## src/shared/fsp_regs.svh

```systemverilog
// offsets, field positions, reset values and command codes of the status block
`ifndef FSP_REGS_SVH
`define FSP_REGS_SVH

// ==========================================================
// status word fields
`define FSP_STAT_W 8
`define FSP_BIT_BUSY 0
`define FSP_BIT_LATCH 1
`define FSP_GUARD_LO 2
`define FSP_GUARD_HI 4
`define FSP_BIT_HALF 5
`define FSP_BIT_PAUSE 6
`define FSP_BIT_LOCK 7
`define FSP_STAT_RESET 8'h00

// ==========================================================
// command codes
`define FSP_CMD_LATCH_SET 8'h06
`define FSP_CMD_LATCH_CLR 8'h04
`define FSP_CMD_STAT_RD 8'h05
`define FSP_CMD_STAT_WR 8'h01
`define FSP_CMD_WIPE4K_A 8'h20
`define FSP_CMD_WIPE4K_B 8'hD7
`define FSP_CMD_WIPE64K 8'hD8
`define FSP_CMD_WIPEALL_A 8'h60
`define FSP_CMD_WIPEALL_B 8'hC7
`define FSP_CMD_PAGE 8'h02
`define FSP_CMD_PAGE_LP 8'h0A
`define FSP_CMD_PAUSE 8'hB0
`define FSP_CMD_CONTINUE 8'h30

// ==========================================================
// frame lengths in serial clocks
`define FSP_LEN_CMD 6'h08
`define FSP_LEN_STAT 6'h10
`define FSP_LEN_ADDR 6'h20
`define FSP_LEN_PAGE 6'h28
`define FSP_LEN_MAX 6'h3F

// ==========================================================
// address space
`define FSP_ADDR_W 21
`define FSP_BLK_LSB 16
`define FSP_BLK_TOTAL 6'h20

`endif

```

## src/shared/fsp_pkg.sv

```systemverilog
// types shared by the status and block protect logic
package fsp_pkg;

   // ==========================================================
   // internal write operations handed to the array engine
   typedef enum logic [2:0] {
      OP_WIPE4K,
      OP_WIPE64K,
      OP_WIPE_ALL,
      OP_PAGE,
      OP_PAGE_LP,
      OP_STATUS,
      OP_PAUSE,
      OP_RESUME
   } fsp_op_kind_type;

   typedef struct packed {
      logic valid;
      fsp_op_kind_type kind;
      logic [20:0] addr;
      logic [7:0] data;
   } fsp_op_type;

   // ==========================================================
   // pins from the host side
   typedef struct packed {
      logic sck;
      logic cs_n;
      logic si;
      logic protect_pin_n;
   } fsp_pin_type;

   typedef enum logic {
      LINK_IDLE,
      LINK_FRAME
   } fsp_link_type;

endpackage

```

## src/rtl/fsp_range.sv

```systemverilog
// protected range decoder
`timescale 1ns/100ps
`default_nettype none
`include "fsp_regs.svh"

module fsp_range (
   input wire logic [2:0] guard_size,
   input wire logic protect_half_select,
   input wire logic [20:0] addr,
   output logic hit,
   output logic level_zero
);
   logic [4:0] blk;
   logic [5:0] span;
   logic full;
   logic top_hit;
   logic bot_hit;

   // span counts 64K blocks: 1, 2, 4, 8, 16 for codes 1 to 5
   assign blk = addr[`FSP_ADDR_W-1:`FSP_BLK_LSB];
   assign span = 6'h01 << (guard_size - 3'h1); // [RULE_10]
   assign full = guard_size[2] & guard_size[1]; // [RULE_13]
   assign level_zero = (guard_size == 3'h0); // [RULE_13]
   assign top_hit = ({1'b0, blk} >= (`FSP_BLK_TOTAL - span)); // [RULE_11]
   assign bot_hit = ({1'b0, blk} < span); // [RULE_12]
   assign hit = !level_zero && (full || (protect_half_select ? bot_hit : top_hit)); // [RULE_10]

endmodule // fsp_range
`default_nettype wire

```

## src/rtl/fsp_top.sv

```systemverilog
// status register and block protect logic of the serial flash
// Function
// [RULE_01] Keep an 8-bit readable status word; host rewrites only protection bits.
// [RULE_02] Bits: busy 0, latch 1, guard size 2-4, half select 5, pause 6, lock 7.
// [RULE_03] Busy is 1 while program, erase or status write runs, 0 after.
// [RULE_04] With the write latch clear, refuse erase, program and status write.
// [RULE_05] With the latch set, erase or program only outside the protected range.
// [RULE_06] Latch set by set command, cleared by clear command; host sets first.
// [RULE_07] Latch clears at power-on and when any erase, program or status write completes.
// [RULE_08] A malformed or protected write leaves the latch as it was.
// [RULE_09] Reads never change the latch.
// [RULE_10] Guard size picks the range size, half select picks top or bottom.
// [RULE_11] Top half: codes 1 to 5 protect from 1F0000h..100000h up to 1FFFFFh.
// [RULE_12] Bottom half: codes 1 to 5 protect 000000h up to 00FFFFh..0FFFFFh.
// [RULE_13] Code 0 protects nothing; both upper size bits set protect everything.
// [RULE_14] Full array wipe only when all guard size bits are 0.
// [RULE_15] Pause sets the pause flag; continue or a new erase or program clears it.
// [RULE_16] Lock set and protect pin low: status write ignored entirely.
// [RULE_17] Protect pin high: status word never locked.
// [RULE_18] Non-volatile bits are 0 as delivered.
// [RULE_19] Busy, latch and pause are read-only; written values ignored.
// [RULE_20] Protection bits and lock are kept in non-volatile storage.
// [RULE_21] Host holds protect pin high and sets latch before status write.
// [RULE_22] Status read allowed at any time, even during an internal write.
// [RULE_23] Power-on clears busy and pause, reloads protection bits from storage.
// [RULE_24] Check erase or program address against the range; skip if inside.
`timescale 1ns/100ps
`default_nettype none
`include "fsp_regs.svh"

module fsp_top (
   input wire logic clk_sys,
   input wire logic rst,
   input wire fsp_pkg::fsp_pin_type pins,
   input wire logic [7:0] nv_image,
   input wire logic op_done,
   output logic so_out,
   output logic so_oe,
   output fsp_pkg::fsp_op_type op,
   output logic [7:0] flash_status_word
);
   import fsp_pkg::*;

   // ==========================================================
   // pin synchronisers
   logic [3:0] pin_raw;
   logic [3:0] pin_s1_reg;
   logic [3:0] pin_s2_reg;
   logic [3:0] pin_s3_reg;
   logic [3:0] pin_st_reg;
   logic [3:0] pin_st_next;
   logic [3:0] pin_prev_reg;
   fsp_pin_type pin_now;
   fsp_pin_type pin_old;

   assign pin_raw = pins;

   genvar gi;
   generate
      for (gi = 0; gi < 4; gi++) begin : g_agree
         assign pin_st_next[gi] = (pin_s2_reg[gi] == pin_s3_reg[gi]) ? pin_s3_reg[gi] : pin_st_reg[gi];
      end
   endgenerate

   always_ff @(posedge clk_sys or posedge rst) begin
      if (rst) begin
         pin_s1_reg <= 4'hD;
         pin_s2_reg <= 4'hD;
         pin_s3_reg <= 4'hD;
         pin_st_reg <= 4'hD;
         pin_prev_reg <= 4'hD;
      end else begin
         pin_s1_reg <= pin_raw;
         pin_s2_reg <= pin_s1_reg;
         pin_s3_reg <= pin_s2_reg;
         pin_st_reg <= pin_st_next;
         pin_prev_reg <= pin_st_reg;
      end
   end

   assign pin_now = pin_st_reg;
   assign pin_old = pin_prev_reg;

   logic sck_rise;
   logic sck_fall;
   logic cs_fall;
   logic cs_rise;

   assign sck_rise = pin_now.sck && !pin_old.sck;
   assign sck_fall = !pin_now.sck && pin_old.sck;
   assign cs_fall = !pin_now.cs_n && pin_old.cs_n;
   assign cs_rise = pin_now.cs_n && !pin_old.cs_n;

   // ==========================================================
   // frame shifter
   fsp_link_type link_reg;
   logic [5:0] bit_cnt_reg;
   logic [31:0] shift_reg;
   logic [31:0] shift_next;
   logic [7:0] cmd_reg;
   logic [7:0] data_reg;
   logic [20:0] addr_reg;
   logic [2:0] out_idx_reg;
   logic exec_reg;
   logic in_frame;
   logic take_bit;

   assign in_frame = (link_reg == LINK_FRAME);
   assign take_bit = in_frame && sck_rise;
   assign shift_next = {shift_reg[30:0], pin_now.si};

   always_ff @(posedge clk_sys or posedge rst) begin
      if (rst) begin
         link_reg <= LINK_IDLE;
         bit_cnt_reg <= 6'h00;
         shift_reg <= 32'h00000000;
         cmd_reg <= 8'h00;
         data_reg <= 8'h00;
         addr_reg <= 21'h000000;
         exec_reg <= 1'b0;
      end else begin
         exec_reg <= in_frame && cs_rise;
         if (cs_fall) begin
            link_reg <= LINK_FRAME;
            bit_cnt_reg <= 6'h00;
            cmd_reg <= 8'h00;
         end else if (cs_rise) begin
            link_reg <= LINK_IDLE;
         end else if (take_bit) begin
            shift_reg <= shift_next;
            if (bit_cnt_reg != `FSP_LEN_MAX) begin
               bit_cnt_reg <= bit_cnt_reg + 6'h01;
            end
            if (bit_cnt_reg == `FSP_LEN_CMD - 6'h01) begin
               cmd_reg <= shift_next[7:0];
            end
            if (bit_cnt_reg == `FSP_LEN_STAT - 6'h01) begin
               data_reg <= shift_next[7:0];
            end
            if (bit_cnt_reg == `FSP_LEN_ADDR - 6'h01) begin
               addr_reg <= shift_next[`FSP_ADDR_W-1:0];
            end
         end
      end
   end

   // ==========================================================
   // status word and protection decode
   logic busy_reg;
   logic latch_reg;
   logic paused_reg;
   logic [2:0] guard_reg;
   logic half_reg;
   logic lock_reg;
   logic nv_load_reg;
   logic [7:0] stat_word;
   fsp_op_kind_type cur_kind_reg;
   logic range_hit;
   logic level_zero;

   assign stat_word = {lock_reg, paused_reg, half_reg, guard_reg, latch_reg, busy_reg}; // [RULE_02]

   fsp_range u_range (
      .guard_size(guard_reg),
      .protect_half_select(half_reg),
      .addr(addr_reg),
      .hit(range_hit),
      .level_zero(level_zero)
   );

   // ==========================================================
   // command decode at frame end
   logic cmd_len8;
   logic write_ok;
   logic stat_locked;
   logic do_set;
   logic do_clr;
   logic do_status_write_cmd;
   logic do_w4k;
   logic do_w64k;
   logic do_wall;
   logic do_page;
   logic do_pause;
   logic do_cont;
   logic do_array;
   logic do_start;
   logic is_status_read_cmd;
   logic cur_array;

   assign cmd_len8 = exec_reg && (bit_cnt_reg == `FSP_LEN_CMD);
   assign write_ok = latch_reg && !busy_reg; // [RULE_04]
   assign stat_locked = lock_reg && !pin_now.protect_pin_n; // [RULE_17]
   assign do_set = cmd_len8 && (cmd_reg == `FSP_CMD_LATCH_SET); // [RULE_06]
   assign do_clr = cmd_len8 && (cmd_reg == `FSP_CMD_LATCH_CLR); // [RULE_06]
   assign do_status_write_cmd = exec_reg && (cmd_reg == `FSP_CMD_STAT_WR) && (bit_cnt_reg == `FSP_LEN_STAT)
      && write_ok && !stat_locked; // [RULE_16] [RULE_21]
   assign do_w4k = exec_reg && ((cmd_reg == `FSP_CMD_WIPE4K_A) || (cmd_reg == `FSP_CMD_WIPE4K_B))
      && (bit_cnt_reg == `FSP_LEN_ADDR) && write_ok && !range_hit; // [RULE_05] [RULE_24]
   assign do_w64k = exec_reg && (cmd_reg == `FSP_CMD_WIPE64K)
      && (bit_cnt_reg == `FSP_LEN_ADDR) && write_ok && !range_hit; // [RULE_05] [RULE_24]
   assign do_wall = cmd_len8 && ((cmd_reg == `FSP_CMD_WIPEALL_A) || (cmd_reg == `FSP_CMD_WIPEALL_B))
      && write_ok && level_zero; // [RULE_14]
   assign do_page = exec_reg && ((cmd_reg == `FSP_CMD_PAGE) || (cmd_reg == `FSP_CMD_PAGE_LP))
      && (bit_cnt_reg >= `FSP_LEN_PAGE) && write_ok && !range_hit; // [RULE_05] [RULE_24]
   assign cur_array = (cur_kind_reg != OP_STATUS);
   assign do_pause = cmd_len8 && (cmd_reg == `FSP_CMD_PAUSE) && busy_reg && cur_array; // [RULE_15]
   assign do_cont = cmd_len8 && (cmd_reg == `FSP_CMD_CONTINUE) && paused_reg; // [RULE_15]
   assign do_array = do_w4k || do_w64k || do_wall || do_page;
   assign do_start = do_array || do_status_write_cmd;
   assign is_status_read_cmd = exec_reg && (cmd_reg == `FSP_CMD_STAT_RD);

   fsp_op_kind_type kind_sel;

   assign kind_sel = do_w4k ? OP_WIPE4K :
      do_w64k ? OP_WIPE64K :
      do_wall ? OP_WIPE_ALL :
      do_page ? ((cmd_reg == `FSP_CMD_PAGE_LP) ? OP_PAGE_LP : OP_PAGE) :
      do_status_write_cmd ? OP_STATUS :
      do_pause ? OP_PAUSE : OP_RESUME;

   // ==========================================================
   // status flags
   logic busy_next;
   logic latch_next;
   logic paused_next;

   assign busy_next = (do_start || do_cont) ? 1'b1 :
      (do_pause || op_done) ? 1'b0 : busy_reg; // [RULE_03]
   // a set arriving with a completion wins
   assign latch_next = do_set ? 1'b1 :
      (do_clr || (op_done && busy_reg)) ? 1'b0 : latch_reg; // [RULE_06] [RULE_07] [RULE_08] [RULE_09]
   assign paused_next = do_pause ? 1'b1 :
      (do_cont || do_array) ? 1'b0 : paused_reg; // [RULE_15]

   always_ff @(posedge clk_sys or posedge rst) begin
      if (rst) begin
         busy_reg <= 1'b0; // [RULE_23]
         latch_reg <= 1'b0; // [RULE_07]
         paused_reg <= 1'b0; // [RULE_23]
         guard_reg <= 3'(`FSP_STAT_RESET >> `FSP_GUARD_LO); // [RULE_18]
         half_reg <= 1'b0;
         lock_reg <= 1'b0;
         nv_load_reg <= 1'b1;
         cur_kind_reg <= OP_STATUS;
      end else begin
         busy_reg <= busy_next;
         latch_reg <= latch_next;
         paused_reg <= paused_next;
         nv_load_reg <= 1'b0;
         if (nv_load_reg) begin
            guard_reg <= nv_image[`FSP_GUARD_HI:`FSP_GUARD_LO]; // [RULE_23] [RULE_20]
            half_reg <= nv_image[`FSP_BIT_HALF];
            lock_reg <= nv_image[`FSP_BIT_LOCK];
         end else if (do_status_write_cmd) begin
            guard_reg <= data_reg[`FSP_GUARD_HI:`FSP_GUARD_LO]; // [RULE_01] [RULE_19]
            half_reg <= data_reg[`FSP_BIT_HALF];
            lock_reg <= data_reg[`FSP_BIT_LOCK];
         end
         if (do_start) begin
            cur_kind_reg <= kind_sel;
         end
      end
   end

   // ==========================================================
   // outputs
   logic status_read_cmd_phase;

   assign status_read_cmd_phase = in_frame && (cmd_reg == `FSP_CMD_STAT_RD) && (bit_cnt_reg >= `FSP_LEN_CMD);

   always_ff @(posedge clk_sys or posedge rst) begin
      if (rst) begin
         so_out <= 1'b0;
         so_oe <= 1'b0;
         out_idx_reg <= 3'h7;
         op <= '0;
         flash_status_word <= `FSP_STAT_RESET;
      end else begin
         flash_status_word <= stat_word; // [RULE_01]
         op.valid <= do_start || do_pause || do_cont;
         op.kind <= kind_sel;
         op.addr <= addr_reg;
         op.data <= data_reg; // [RULE_20]
         if (cs_fall || cs_rise) begin
            so_oe <= 1'b0;
            out_idx_reg <= 3'h7;
         end else if (sck_fall && status_read_cmd_phase) begin
            so_out <= stat_word[out_idx_reg]; // [RULE_22]
            so_oe <= 1'b1;
            out_idx_reg <= out_idx_reg - 3'h1;
         end
      end
   end
endmodule // fsp_top
`default_nettype wire

```

## config.mk

```make
export PLATFORM = sky130hd
export DESIGN_NAME = fsp_top
export DESIGN_NICKNAME = d
export VERILOG_FILES = /design/src/shared/fsp_pkg.sv /design/src/rtl/fsp_range.sv /design/src/rtl/fsp_top.sv
export VERILOG_INCLUDE_DIRS = /design/src /design/src/shared
export SDC_FILE = /design/constraint.sdc
export NUM_CORES = 1
export LEC_CHECK = 0
export ABC_AREA = 1
export BUFFER_PORTS_ARGS = -buffer_cell sky130_fd_sc_hd__buf_2
export CAP_MARGIN = 20
export CORE_ASPECT_RATIO = 1.75
export CORE_UTILIZATION = 58
export CTS_CLUSTER_DIAMETER = 200
export DETAILED_ROUTE_END_ITERATION = 10
export PLACE_DENSITY = 0.78
export SYNTH_ARGS = -nofsm -noshare
export SYNTH_HDL_FRONTEND = slang
export SYNTH_SLANG_ARGS = --single-unit
```

## constraint.sdc

```tcl
create_clock -name clk_sys -period 6.5 [get_ports clk_sys]
set_clock_uncertainty 0.15 [all_clocks]
set_input_delay 1.95 -clock clk_sys [delete_from_list [all_inputs] [get_ports clk_sys]]
set_output_delay 1.95 -clock clk_sys [all_outputs]
set_load 0.01 [all_outputs]
```

==> flow_metrics.tcl <==
set metrics [dict create \
    status "complete, no violations" \
    track_usage_pct 26.09 \
    cts_num_sinks 141 \
    synth.cell_area_um2 5857 \
    finalCritPeriodShare_pct 47.47 \
    yosysWarnings 0 \
    synthCells 582 \
    finalSetupTns_ns 0 \
    dr_total_vias 4286 \
    initial_core_util_pct 59.46 \
    placementRows 48 \
    setup.worst_path.class "reg2out" \
    grt-ovfl-total 0 \
    htreeDepth 4 \
    worst-path-buf-inv 1 \
    ioPinCount 58 \
    post_cts_buffers 0 \
    fp.dieH_um 134.9 \
    layout-drive-gt1-share_pct 23.37 \
    crit_path_max_incr_delay_ns 0.41 \
    worst_pin_slew_ns 0.9191 \
    cp-start-kind "flip-flop" \
    endpoint_kind "primary output" \
    setup_viol 0 \
    yosysTopAreaCellShare_pct 51.70 \
    grt_pass1_wl_mm 20.73 \
    fp.dieW_um 77.96 \
    clock_latency_ns 0.42 \
    ctsHoldBuffers 0 \
    synth_fp_nets 615 \
    die_area_um2 10520 \
    rsz0062_at_grt "no" \
    cts_buffers 17 \
    syn_to_final_growth_pct 16.43 \
    crit_required_ns 4.40 \
    ir_drop_mv 0.2535 \
    slew_headroom_pct 38.73 \
    crit_path_max_fanout 2 \
    ys_seq_area_share_pct 60.67 \
    fillers 760 \
    fmax_ghz 0.3241 \
    grt_max_degree 110 \
    largest_reg_flops 33 \
    met1_usage_pct 28.44 \
    drtIter0Drc 238 \
    yosys.area.top_type "dfrtp_1" \
    hold_path.class "reg2reg" \
    stdcell_count 784 \
    path_delay_family "flip-flops" \
    power.total_mw 2.081 \
    cts-root-buf "clkbuf_16" \
    place.gp.congestion 0.8741 \
    p_leak_nw 3.354 \
    wl_per_cell_um 15.74 \
    grt_pass1_vias 4388 \
    clock_path_buffers 2 \
    cts_resized 0 \
    antenna_found_initial 0 \
    finalHoldViolations 0 \
    wirelength_mm 12.34 \
    hpwl_mm 8.305 \
    drc 0 \
    fin_nets 679 \
    cp_slowest_cell "dfrtp_1" \
    dp.cells 752 \
    clkTransAtPathRegs_ns 0.06 \
    dr.pass1.iters 4 \
    antennaDiodeCount 0 \
    coreArea_um2 9849 \
    fin_util_pct 69.23 \
    register_area_um2 3553 \
    syn_avg_cell_area_um2 10.06 \
    arrival_ns 0.99 \
    power.density_nw_per_um2 305.2 \
    multi_input_area_um2 1949 \
    vias_per_cell 5.467 \
    slew_viol_final 0 \
    use_met3_pct 6.149 \
    tritoncts "built" \
    maxCapViolations 0 \
    yosys-top-cells-area "dfrtp_1 52%, dfstp_2 9.0%, nand2_1 6.3%" \
    yosysUniqueCellTypes 40 \
    grt_busiest_layer "met2" \
    port_buffers 54 \
    yosys_register_bits 141 \
    fin_crit_ns 3.085 \
    path_cells "buf_2" \
    grt_util_met2_pct 46.71 \
    ant_nets 0 \
]
## report_power, final
part           switching, mW  internal, mW
clock network          0.404         0.500
logic                  0.150        0.0608
registers             0.0386         0.928
## cell families after synthesis
kind of cell,after synthesis,share of synthesized area [%]
flip-flops,141,60.67
XOR/XNOR,3,0.4487
AO/OA/AOI/OAI,110,10.47
other,1,0.06403
buffers and inverters,94,6.046
multiplexers,2,0.3845
adder cells (fa/ha/maj),22,4.529
AND/OR/NAND/NOR,209,17.39
## cells in the final DEF (no fill, tap or decap), types with 2 or more instances in the layout
cell type   synthesis  routed
clkinv_2            0       2
clkinv_4            0       2
nor2_2             10      10
nor3_2              5       5
o21bai_1            2       2
xor2_1              2       2
nor2_4              3       3
a21oi_1            14      14
o21a_1              2       2
buf_2               1      54
nand4_1             9       9
maj3_1              4       4
inv_2              10      10
ha_1               18      18
o21ai_0            65      65
mux2_2              2       2
inv_6               0       4
nand2_4             3       3
inv_1              72      71
inv_8               0       4
nand3_1            33      33
nor3_1              9       9
nand3_2             7       7
o211ai_1            2       2
dfstp_2            20      20
o2111ai_1           2       2
buf_4               0       3
o21ai_2             2       2
dfrtp_1           121     121
nor2_1             27      27
clkbuf_16           0      17
o21ai_1            14      14
nand2_1            98      98
nor4_1              3       3
clkinvlp_4          0       4
## through the flow
step	setup WS, ns	instance area [um^2]	hold slack [ns]
floorplan	0.6519	5857	0.1812
global placement	3.139	6265	0.1841
detailed placement	3.093	6265	0.1981
CTS	3.413	6819	0.2088
global route	3.352	6819	0.2102
finish	3.415	6819	0.2067
## final timing paths
path,from,endpoint,slack [ns],cells after the start
max in group asynchronous,rst,pin_s2_reg[0],3.56,3
max reg2reg,guard_reg[2],op[30],3.84,19
min reg2reg,pin_s1_reg[3],pin_s2_reg[3],0.21,0
min,pin_s1_reg[3],pin_s2_reg[3],0.21,0
max,so_out,so_out,3.41,1
min in group asynchronous,rst,addr_reg[12],1.58,2
## area by class of cell
cell class | count | area share [%]
flip-flops and latches | 141 | 52.11
repair buffers | 57 | 4.294
clock buffers | 17 | 6.239
clock inverters | 15 | 1.890
multi-input cells | 347 | 28.59
inverters | 82 | 4.587
well taps | 125 | 2.294
## cells in the mapped netlist (all sizes together)
cell type / number
clkbuf: 11
dfstp: 20
nand4: 9
xor2: 2
nor4: 3
a21oi: 14
nand3: 40
dfrtp: 121
maj3: 4
o21ai: 81
inv: 82
a21o: 1
o21bai: 2
o2111ai: 2
xnor2: 1
a221oi: 1
o31ai: 1
mux2: 2
buf: 1
conb: 1
ha: 18
o2111a: 1
o211a: 1
and2: 1
o21a: 2
nand2: 101
a32o: 1
nor3: 14
nor2: 40
o211ai: 3
and3: 1
## layer usage
metal | wire length [um] | vias to the layer above
li1 | - | 2037
met1 | 4678 | 2115
met2 | 6908 | 103
met3 | 381 | 31
met4 | 375 | 0
met5 | 0 | -
No activity file was read; power rests on OpenSTA's default activity.
